===== src/logic/tmz_pkg.sv =====
// Contract
// Source select clear: count instruction cycles
// Count write blocks increments two cycles
// Source select set: count external edges
// Edge select: clear rising, set falling
// Assignment bit routes prescaler timer/watchdog
// Ratio field picks 1:2 to 1:256
// Prescaler serves only one consumer
// Prescaler is hidden eight-bit counter
// Count writes clear timer-assigned prescaler
// Watchdog clear clears watchdog-assigned prescaler
// Reset loads prescaler with zeros
// Sample source on second, fourth phase
// Increment lags external edge by sync
// Undivided input high/low two oscillator periods
// Divided input period four periods/ratio
// Timer-to-watchdog switch: clear, clear, write
// Watchdog-to-timer switch: clear watchdog first
// Count register readable, writable, eight bits
// Count wraps to zero, no flag
// Ratio zero divides by two, doubling
package tmz_pkg;
  localparam logic [11:0] ADDR_TIMER_COUNT = 12'h0004;
  localparam logic [11:0] ADDR_CONTROL_WORD = 12'h0008;
  localparam logic [11:0] ADDR_PORT_C_DIR = 12'h000C;
  localparam logic [11:0] ADDR_STATUS = 12'h0010;
  localparam logic [11:0] ADDR_WDT_CLEAR = 12'h0014;
  localparam logic [7:0] CONTROL_RESET = 8'hFF;
  localparam logic [7:0] PORT_C_DIR_RESET = 8'h3F;
  localparam logic [7:0] COUNT_RESET = 8'h00;
  localparam logic [7:0] PRESCALE_RESET = 8'h00;
  localparam int BIT_WAKE_DIS = 7;
  localparam int BIT_PULLUP_DIS = 6;
  localparam int BIT_SOURCE = 5;
  localparam int BIT_EDGE = 4;
  localparam int BIT_ASSIGN = 3;
  localparam int RATIO_LSB = 0;
  localparam int RATIO_W = 3;
  localparam logic [1:0] WRITE_INHIBIT = 2'h2;
  localparam int PHASES = 4;
  localparam logic [1:0] PHASE_Q2 = 2'h1;
  localparam logic [1:0] PHASE_Q4 = 2'h3;

  typedef struct packed {
    logic psel;
    logic penable;
    logic pwrite;
    logic [11:0] paddr;
    logic [31:0] pwdata;
  } tmz_apb_req_s;

  typedef struct packed {
    logic pready;
    logic pslverr;
    logic [31:0] prdata;
  } tmz_apb_rsp_s;
endpackage : tmz_pkg


===== src/logic/tmz_prescaler.sv =====
`timescale 1ns/100ps
// Hidden eight-bit divider shared by the timer and the watchdog.
module tmz_prescaler (
  input wire logic clock_i, // core clock
  input wire logic rst_n_i, // synchronised reset, active low
  input wire logic step_i, // one source event to divide
  input wire logic clear_i, // clear counter
  input wire logic [2:0] ratio_i, // division select
  output logic [7:0] count_o, // counter value, internal only
  output logic tap_o // selected divided output
);
  typedef struct packed {
    logic [7:0] cnt;
  } tmz_pre_state_s;

  tmz_pre_state_s state_reg;
  tmz_pre_state_s state_next;

  always_comb
  begin
    state_next = state_reg;
    if (clear_i)
    begin
      state_next.cnt = tmz_pkg::PRESCALE_RESET;
    end
    else if (step_i)
    begin
      state_next.cnt = state_reg.cnt + 8'h01;
    end
  end

  always_ff @(posedge clock_i or negedge rst_n_i)
  begin
    if (!rst_n_i)
    begin
      state_reg <= '{cnt: tmz_pkg::PRESCALE_RESET};
    end
    else
    begin
      state_reg <= state_next;
    end
  end

  // Bit n toggles every 2^n events, a symmetrical output.
  assign tap_o = state_reg.cnt[ratio_i];
  assign count_o = state_reg.cnt;
endmodule : tmz_prescaler


===== src/logic/tmz_timer0.sv =====
// The APB slave port was left to the implementer.
`timescale 1ns/100ps
// Timer/counter with shared prescaler behind an APB slave.
// Four core clocks form one instruction cycle (phases one to four).
module tmz_timer0 (
  input wire logic clock_i, // 200 MHz core clock
  input wire logic rstn_i, // asynchronous reset, active low
  input wire tmz_pkg::tmz_apb_req_s apb_req_i, // APB request
  output tmz_pkg::tmz_apb_rsp_s apb_rsp_o, // APB answer
  input wire logic external_count_input_i, // external count pin
  output logic [7:0] timer_count_o, // count value
  output logic [1:0] phase_o, // current phase of the cycle
  output logic watchdog_clear_o, // pulse to clear the watchdog
  output logic watchdog_tick_o, // tick toward the watchdog
  output logic [7:0] port_c_direction_o, // port C direction latch
  output logic weak_pullup_disable_o, // control bit 6
  output logic pin_change_wake_disable_o // control bit 7
);
  typedef struct packed {
    logic [1:0] phase;
    logic [7:0] count;
    logic [7:0] ctrl;
    logic [7:0] dir;
    logic [1:0] inhibit;
    logic pin_q;
    logic sync_q2;
    logic sync_q4;
    logic sync_prev;
    logic wdt_clr;
    logic wdt_tick;
    logic [31:0] rdata;
    logic ready;
  } tmz_state_s;

  tmz_state_s state_reg;
  tmz_state_s state_next;
  logic [1:0] rst_sync_reg;
  logic rst_n;
  logic pre_step;
  logic pre_clear;
  logic pre_tap;
  logic [7:0] pre_count;
  logic ext_edge;
  logic access;
  logic wr;
  logic count_wr;
  logic wdt_cmd;
  logic to_timer;
  logic inc_src;
  logic cycle_end;
  logic undivided_timer;

  function automatic logic [31:0] widen(input logic [7:0] v);
    widen = {24'h0000_00, v};
  endfunction : widen

  always_ff @(posedge clock_i or negedge rstn_i)
  begin
    if (!rstn_i)
    begin
      rst_sync_reg <= 2'b00;
    end
    else
    begin
      rst_sync_reg <= {rst_sync_reg[0], 1'b1};
    end
  end
  assign rst_n = rst_sync_reg[1];

  assign access = apb_req_i.psel && apb_req_i.penable && state_reg.ready;
  assign wr = access && apb_req_i.pwrite;
  assign count_wr = wr && apb_req_i.paddr == tmz_pkg::ADDR_TIMER_COUNT;
  assign wdt_cmd = wr && apb_req_i.paddr == tmz_pkg::ADDR_WDT_CLEAR;
  assign to_timer = !state_reg.ctrl[tmz_pkg::BIT_ASSIGN];
  assign cycle_end = state_reg.phase == tmz_pkg::PHASE_Q4;
  // Undivided timer mode steps the count at every cycle end except the two inhibited after a count write.
  assign undivided_timer = !to_timer &&
    !state_reg.ctrl[tmz_pkg::BIT_SOURCE];

  // Edge on the pin per edge select; input is synchronous to the clock.
  assign ext_edge = state_reg.ctrl[tmz_pkg::BIT_EDGE] ?
    (state_reg.pin_q && !external_count_input_i) :
    (!state_reg.pin_q && external_count_input_i);

  always_comb
  begin
    pre_step = 1'b0;
    if (state_reg.ctrl[tmz_pkg::BIT_SOURCE])
    begin
      pre_step = ext_edge;
    end
    else
    begin
      pre_step = cycle_end;
    end
    if (!to_timer)
    begin
      pre_step = cycle_end;
    end
  end

  assign pre_clear = (count_wr && to_timer) ||
    (wdt_cmd && !to_timer);

  tmz_prescaler u_pre (
    .clock_i(clock_i),
    .rst_n_i(rst_n),
    .step_i(pre_step),
    .clear_i(pre_clear),
    .ratio_i(state_reg.ctrl[tmz_pkg::RATIO_LSB +: tmz_pkg::RATIO_W]),
    .count_o(pre_count),
    .tap_o(pre_tap)
  );

  // Source level seen by the synchroniser: prescaler tap or raw path.
  always_comb
  begin
    inc_src = 1'b0;
    if (!to_timer)
    begin
      // Undivided counter mode: raw pin, inverted for falling edges.
      inc_src = state_reg.ctrl[tmz_pkg::BIT_SOURCE] ?
        (external_count_input_i ^ state_reg.ctrl[tmz_pkg::BIT_EDGE]) :
        1'b0;
    end
    else
    begin
      inc_src = pre_tap;
    end
  end

  always_comb
  begin
    state_next = state_reg;
    state_next.phase = state_reg.phase + 2'h1;
    state_next.pin_q = external_count_input_i;
    state_next.wdt_clr = wdt_cmd;
    state_next.wdt_tick = !to_timer ? (pre_step && pre_count == 8'hFF) :
      cycle_end;
    state_next.ready = apb_req_i.psel && !apb_req_i.penable;
    if (state_reg.phase == tmz_pkg::PHASE_Q2)
    begin
      state_next.sync_q2 = inc_src;
    end
    if (cycle_end)
    begin
      state_next.sync_q4 = state_reg.sync_q2;
      state_next.sync_prev = state_reg.sync_q4;
      if (state_reg.inhibit != 2'h0)
      begin
        state_next.inhibit = state_reg.inhibit - 2'h1;
      end
      else if (undivided_timer ||
        (state_reg.sync_q4 && !state_reg.sync_prev))
      begin
        state_next.count = state_reg.count + 8'h01;
      end
    end
    if (wr)
    begin
      unique case (apb_req_i.paddr)
        tmz_pkg::ADDR_TIMER_COUNT:
        begin
          state_next.count = apb_req_i.pwdata[7:0];
          state_next.inhibit = tmz_pkg::WRITE_INHIBIT;
        end
        tmz_pkg::ADDR_CONTROL_WORD:
        begin
          state_next.ctrl = apb_req_i.pwdata[7:0];
        end
        tmz_pkg::ADDR_PORT_C_DIR:
        begin
          state_next.dir = apb_req_i.pwdata[7:0];
        end
        default:
        begin
          state_next.dir = state_reg.dir;
        end
      endcase
    end
    state_next.rdata = 32'h0000_0000;
    if (apb_req_i.psel && !apb_req_i.penable && !apb_req_i.pwrite)
    begin
      unique case (apb_req_i.paddr)
        tmz_pkg::ADDR_TIMER_COUNT:
        begin
          state_next.rdata = widen(state_reg.count);
        end
        tmz_pkg::ADDR_STATUS:
        begin
          state_next.rdata = widen({4'h0, state_reg.inhibit,
            state_reg.phase});
        end
        default:
        begin
          state_next.rdata = 32'h0000_0000;
        end
      endcase
    end
  end

  always_ff @(posedge clock_i or negedge rst_n)
  begin
    if (!rst_n)
    begin
      state_reg <= '{phase: 2'h0, count: tmz_pkg::COUNT_RESET,
        ctrl: tmz_pkg::CONTROL_RESET, dir: tmz_pkg::PORT_C_DIR_RESET,
        inhibit: 2'h0, pin_q: 1'b0, sync_q2: 1'b0, sync_q4: 1'b0,
        sync_prev: 1'b0, wdt_clr: 1'b0, wdt_tick: 1'b0,
        rdata: 32'h0000_0000, ready: 1'b0};
    end
    else
    begin
      state_reg <= state_next;
    end
  end

  assign apb_rsp_o.pready = state_reg.ready;
  assign apb_rsp_o.pslverr = 1'b0;
  assign apb_rsp_o.prdata = state_reg.rdata;
  assign timer_count_o = state_reg.count;
  assign phase_o = state_reg.phase;
  assign watchdog_clear_o = state_reg.wdt_clr;
  assign watchdog_tick_o = state_reg.wdt_tick;
  assign port_c_direction_o = state_reg.dir;
  assign weak_pullup_disable_o = state_reg.ctrl[tmz_pkg::BIT_PULLUP_DIS];
  assign pin_change_wake_disable_o = state_reg.ctrl[tmz_pkg::BIT_WAKE_DIS];
endmodule : tmz_timer0


===== config.mk =====
export PLATFORM = sky130hd
export DESIGN_NAME = tmz_timer0
export DESIGN_NICKNAME = d
export VERILOG_FILES = /design/src/logic/tmz_pkg.sv /design/src/logic/tmz_prescaler.sv /design/src/logic/tmz_timer0.sv
export SDC_FILE = /design/constraint.sdc
export NUM_CORES = 1
export LEC_CHECK = 0
export BUFFER_PORTS_ARGS = -buffer_cell sky130_fd_sc_hd__buf_2
export CAP_MARGIN = 40
export CELL_PAD_IN_SITES_DETAIL_PLACEMENT = 2
export CELL_PAD_IN_SITES_GLOBAL_PLACEMENT = 2
export CORE_MARGIN = 4
export CORE_UTILIZATION = 33
export DETAILED_ROUTE_END_ITERATION = 10
export PLACE_DENSITY_LB_ADDON = 0.1
export SLEW_MARGIN = 5
export SYNTH_ARGS = -nofsm -noshare
export SYNTH_HDL_FRONTEND = slang
export SYNTH_SLANG_ARGS = --single-unit

===== constraint.sdc =====
create_clock -name clock_i -period 3.1 [get_ports clock_i]
set_input_delay 0.62 -clock clock_i [delete_from_list [all_inputs] [get_ports clock_i]]
set_output_delay 0.62 -clock clock_i [all_outputs]
set_load 0.02 [all_outputs]

# After elaboration in Yosys (flattened, before gate mapping)
# Index checks and enable logic that the tools add are counted.
dict set report totals {
  inputBits 50
  wordCells 78
  regBits 77
  out_inout_bits 56
}
dict set report classes {
  reduce_logical 27
  bitwise 1
  mux 22
  n_addsub 4
  eq_ne 8
  magnitude_cmp 1
}
# operator n
set op_table {}
lappend op_table {{two-way mux 8 bit} 9}
lappend op_table {{two-way mux 26 bit} 1}
lappend op_table {{== test 12 x 4 -> 1 bit, second input constant} 2}
lappend op_table {{== test 12 x 5 -> 1 bit, second input constant} 2}
lappend op_table {{adder 8 x 1 -> 8 bit, second input constant} 2}
lappend op_table {{one-hot mux 8 bit (2 select lines)} 1}
lappend op_table {{logical AND 1 bit} 14}
lappend op_table {{== test 12 x 3 -> 1 bit, second input constant} 1}
lappend op_table {{== test 8 bit, second input constant} 1}
lappend op_table {{zero test 1 bit} 7}
lappend op_table {{two-way mux 1 bit} 7}
lappend op_table {{two-way mux 2 bit} 3}
lappend op_table {{< comparator 3 x 4 -> 1 bit, second input constant} 1}
lappend op_table {{AND reduction 2 bit} 2}
lappend op_table {{nonzero test 2 bit} 2}
lappend op_table {{binary-select mux 1 bit (select 3 bit)} 1}
lappend op_table {{adder 2 x 1 -> 2 bit, second input constant} 1}
lappend op_table {{== test 2 x 1 -> 1 bit, second input constant} 1}
lappend op_table {{== test 2 bit, second input constant} 1}
lappend op_table {{logical OR 1 bit} 2}
lappend op_table {{subtractor 2 x 1 -> 2 bit, second input constant} 1}
lappend op_table {{bitwise XOR 1 bit} 1}

# Logic depth before layout (Yosys ltp)
dict set report depth {
  ltp_word 8
  mapped_depth 6
  ltp_nobuf 5
}

# Cells and area by module
# A second synthesis with hierarchy kept.
dict set report hier_totals {
  hier_cells 254
  hier_area_um2 2874.0
}
# module seq_area_each_um2 cells_each area_each_um2 n_inst
set by_module_without_submodules {}
lappend by_module_without_submodules {tmz_timer0 1143.6 215 2448.6 1}
lappend by_module_without_submodules {tmz_prescaler 200.2 39 425.4 1}

# Worst setup path before layout
# Ideal clock, no wire load.
dict set report synth_timing {
  path_kind {input to register}
  from {in apb_req_i[33] in the netlist's numbering}
  to {reg state_reg (netlist bit pin_change_wake_disable_o)}
  path_buffers 0
  stages 4
  setup_time_ns 0.082
  t_arrival_ns 1.920
  path_slack_ns 1.098
  path_cell_list {nor4_4 nand4_2 nor4b_4 mux2_2}
}
dict set report synth_via {
  elab_chain_cells 2
}
# item line
set synth_rtl {}
lappend synth_rtl {{start, declared} tmz_timer0.sv:8} ;# input wire tmz_pkg::tmz_apb_req_s apb_req_i,
lappend synth_rtl {{== test 12 x 4 -> 1 bit} tmz_timer0.sv:161} ;# unique case (apb_req_i.paddr)
lappend synth_rtl {{AND reduction 2 bit (no line)} -}
lappend synth_rtl {{end signal, assigned} tmz_timer0.sv:206} ;# state_reg <= '{phase: 2'h0, count: tmz_pkg::COUNT_RESET,
lappend synth_rtl {{end signal, assigned} tmz_timer0.sv:214} ;# state_reg <= state_next;
lappend synth_rtl {{end, declared} tmz_timer0.sv:35} ;# tmz_state_s state_reg;
# Every way passes these cells.
# A chain may end at the register's enable or synchronous reset.

==> out/results.ini <==
[status]
status=completed

[floorplanning]
core_um2=8678
die-area_um2=10480
die_h_um=102.4
num_rows=34
start_util=0.3388
die_x_um=102.4
ios=106

[cells_and_area]
syn2layout_area_growth_pct=6.851
seq_area_um2=1345
final_util=0.3620
final_area_um2=3142
fin_cells=397
antennaDiodeCount=0
multi_input_area_um2=1252
final_cell_mix=56 x buf_2, 38 x dfrtp_1, 28 x mux2_2
final_common_cell=buf_2
nNetsFinal=342
drive_gt1_frac=0.4048
fillers=975
largest_register_ffs=12

[placed_design]
place_hpwl_mm=5.370
placed_area_um2=3058
routabilityCongestion=0.7219
placed_cells=389
place_ws_ns=0.6853
io_buffer_count=56

[cts]
clkTransAtPathRegs_ns=0.10
cts_max_level=2
clkSinkCount=53
cts_made_buffers=5
tritoncts=built
clk-insertion-delay-late_ns=0.30
cts.path.max_buffers=2
postCtsSetupBuffers=0
cts_root_buffer=clkbuf_8
cts-hold-fix-buffers=0
cts-resized-gates=0

[yosys]
ys_warn_count=0
ys_seq_elements=53
ys_types=48
synthCells=255
netlist_area_um2=2940
yosysSeqAreaShare=0.4570
synth_flop_cell=dfrtp_1
syn_area_per_cell_um2=11.53
synth_edf_count=0
async_flop_share=1.000

[sta]
slew_viol_final=0
finalClockSkew_ns=0.007229
setup_viol=0
min_period_ns=2.273
worstMarginPinSlew_ns=0.6939
worst_slack_ns=0.8268
rsz0062_at_grt=false
fin_setup_tns_ns=0
hold_ws_ns=0.08687
hold_viol=0
maxSlewHeadroom=0.5364
max_freq_ghz=0.4399
fin_crit_sh=0.7333

[critical_path]
crit_path_top_delay_cell=nor3b_1
critPathMostFrequentCell=mux2_2
cp.required_ns=3.29
startpoint_type=register
worst_path_largest_cell_delay_ns=0.49
crit_chain=ha_1, nor3b_1, o21ai_0, mux2_2, mux2_2
crit_arrival_ns=2.46
cp-end-kind=register
path_buf_inv=0
crit_path_max_fanout=8
worstSetupPathType=register to register
cp_top_family=multiplexers

[drt]
drtIter0Drc=51
ant_nets=0
dr.pass1.iters=3
route.detailed.drc=0
post_drt_via_cell_ratio=4.929
dr_total_vias=1957
routedWlPerCell_um=17.13
drt_wl_total_mm=6.801

[pwr]
total_power_mw=1.199
p_leak_nw=1.431
peakVddDrop_uv=159.5
powerDensity_nw_per_um2=381.5

[global_routing]
antenna_found_initial=1
grt_pass1_vias=2137
grt_pass1_wl_mm=11.07
gr-usage-all-layers=0.1360
grt_max_degree=23
grt-ovfl-total=0

[hold_path]
worstHoldPathType=input pin to asynchronous set/reset pin

[job]
drv_cap=0

==> synthesized netlist by cell type (2+ instances only) <==
master     number  area [um^2]
a21oi_1         7        35.03
a22o_1          4        35.03
and2_1          4        25.02
and3_1          2        12.51
and4_1          4        35.03
buf_4          52        390.4
clkbuf_1        3        11.26
conb_1          2        7.510
dfrtp_1        39        975.9
dfstp_2        14        367.9
ha_1            4        50.05
inv_1           6        22.52
mux2_2         28        315.3
mux2i_1         2        20.02
mux4_2          2        45.04
nand2_1         4        15.01
nand3_1         7        35.03
nand3b_1        3        22.52
nand4_1         4        25.02
nor2_1          5        18.77
nor2b_1         4        25.02
nor3_1          2        10.01
nor3b_1         3        22.52
nor4b_1         2        17.52
o2111ai_1       3        26.28
o211ai_1        2        15.01
o21ai_0         9        45.04
o21bai_1        2        15.01
o221ai_1        2        17.52
o31ai_1         3        22.52
or4_1           3        22.52
xnor2_1         8        70.07
==> kinds of logic (layout without fill, tap and decap cells) <==
| kind of cell | after synthesis | count (layout) | share of synthesized area |
|---|---|---|---|
| mux | 32 | 32 | 0.1294 |
| buf+inv | 63 | 73 | 0.1477 |
| xor+xnor | 9 | 9 | 0.02681 |
| simple gates | 58 | 58 | 0.1408 |
| fa+ha+maj | 4 | 4 | 0.01702 |
| compound gates | 34 | 34 | 0.07872 |
| flops | 53 | 53 | 0.4570 |
| other cells | 2 | 26 | 0.002554 |
==> power by group <==
group | leakage [nW] | internal [mW] | switching (mW)
clock | 0.0385 | 0.161 | 0.231
sequential | 0.640 | 0.700 | 0.0157
combinational | 0.752 | 0.0271 | 0.0635
==> worst paths after layout <==
| path | endpoint | cells after the start | start | slack (ns) |
|---|---|---|---|---|
| setup / recovery | timer_count_o[1] | 5 | phase_o[0] | 0.83 |
| hold / removal | rst_sync_reg[1] | 1 | rstn_i | 0.09 |
| setup reg to reg | timer_count_o[1] | 5 | phase_o[0] | 0.83 |
| hold reg to reg | port_c_direction_o[7] | 0 | rst_sync_reg[1] | 0.25 |
| max in group asynchronous | state_reg[53] | 1 | rst_sync_reg[1] | 2.14 |
| min in group clock_i | rst_sync_reg[1] | 0 | rst_sync_reg[0] | 0.36 |
==> worst reg2reg max path: cells and delay by family, from the launching register on <==
kind,cells,cell delay [ns]
muxes,2,0.59
and+or+nand+nor,1,0.49
DFF,1,0.44
adders and majority gates,1,0.38
AOI/OAI and AO/OA,1,0.26
==> metal layers <==
metal	wire (um)	up-vias	share of wire	global-route usage
li1	-	893	-	-
met1	3124	992	0.46	0.1808
met2	3195	62	0.47	0.2254
met3	383	8	0.056	0.03276
met4	77	2	0.011	0.03027
met5	20	-	0.0029	0
==> cell type report <==
cell class,instances,share of cell area
clock buffer,7,0.02429
clock inverter,1,0.002389
sequential,53,0.4281
timing repair buffer,59,0.09638
tap,108,0.04301
multi-input combinational,163,0.3986
inverter,6,0.007168
Power figures use the tool's default switching activity.
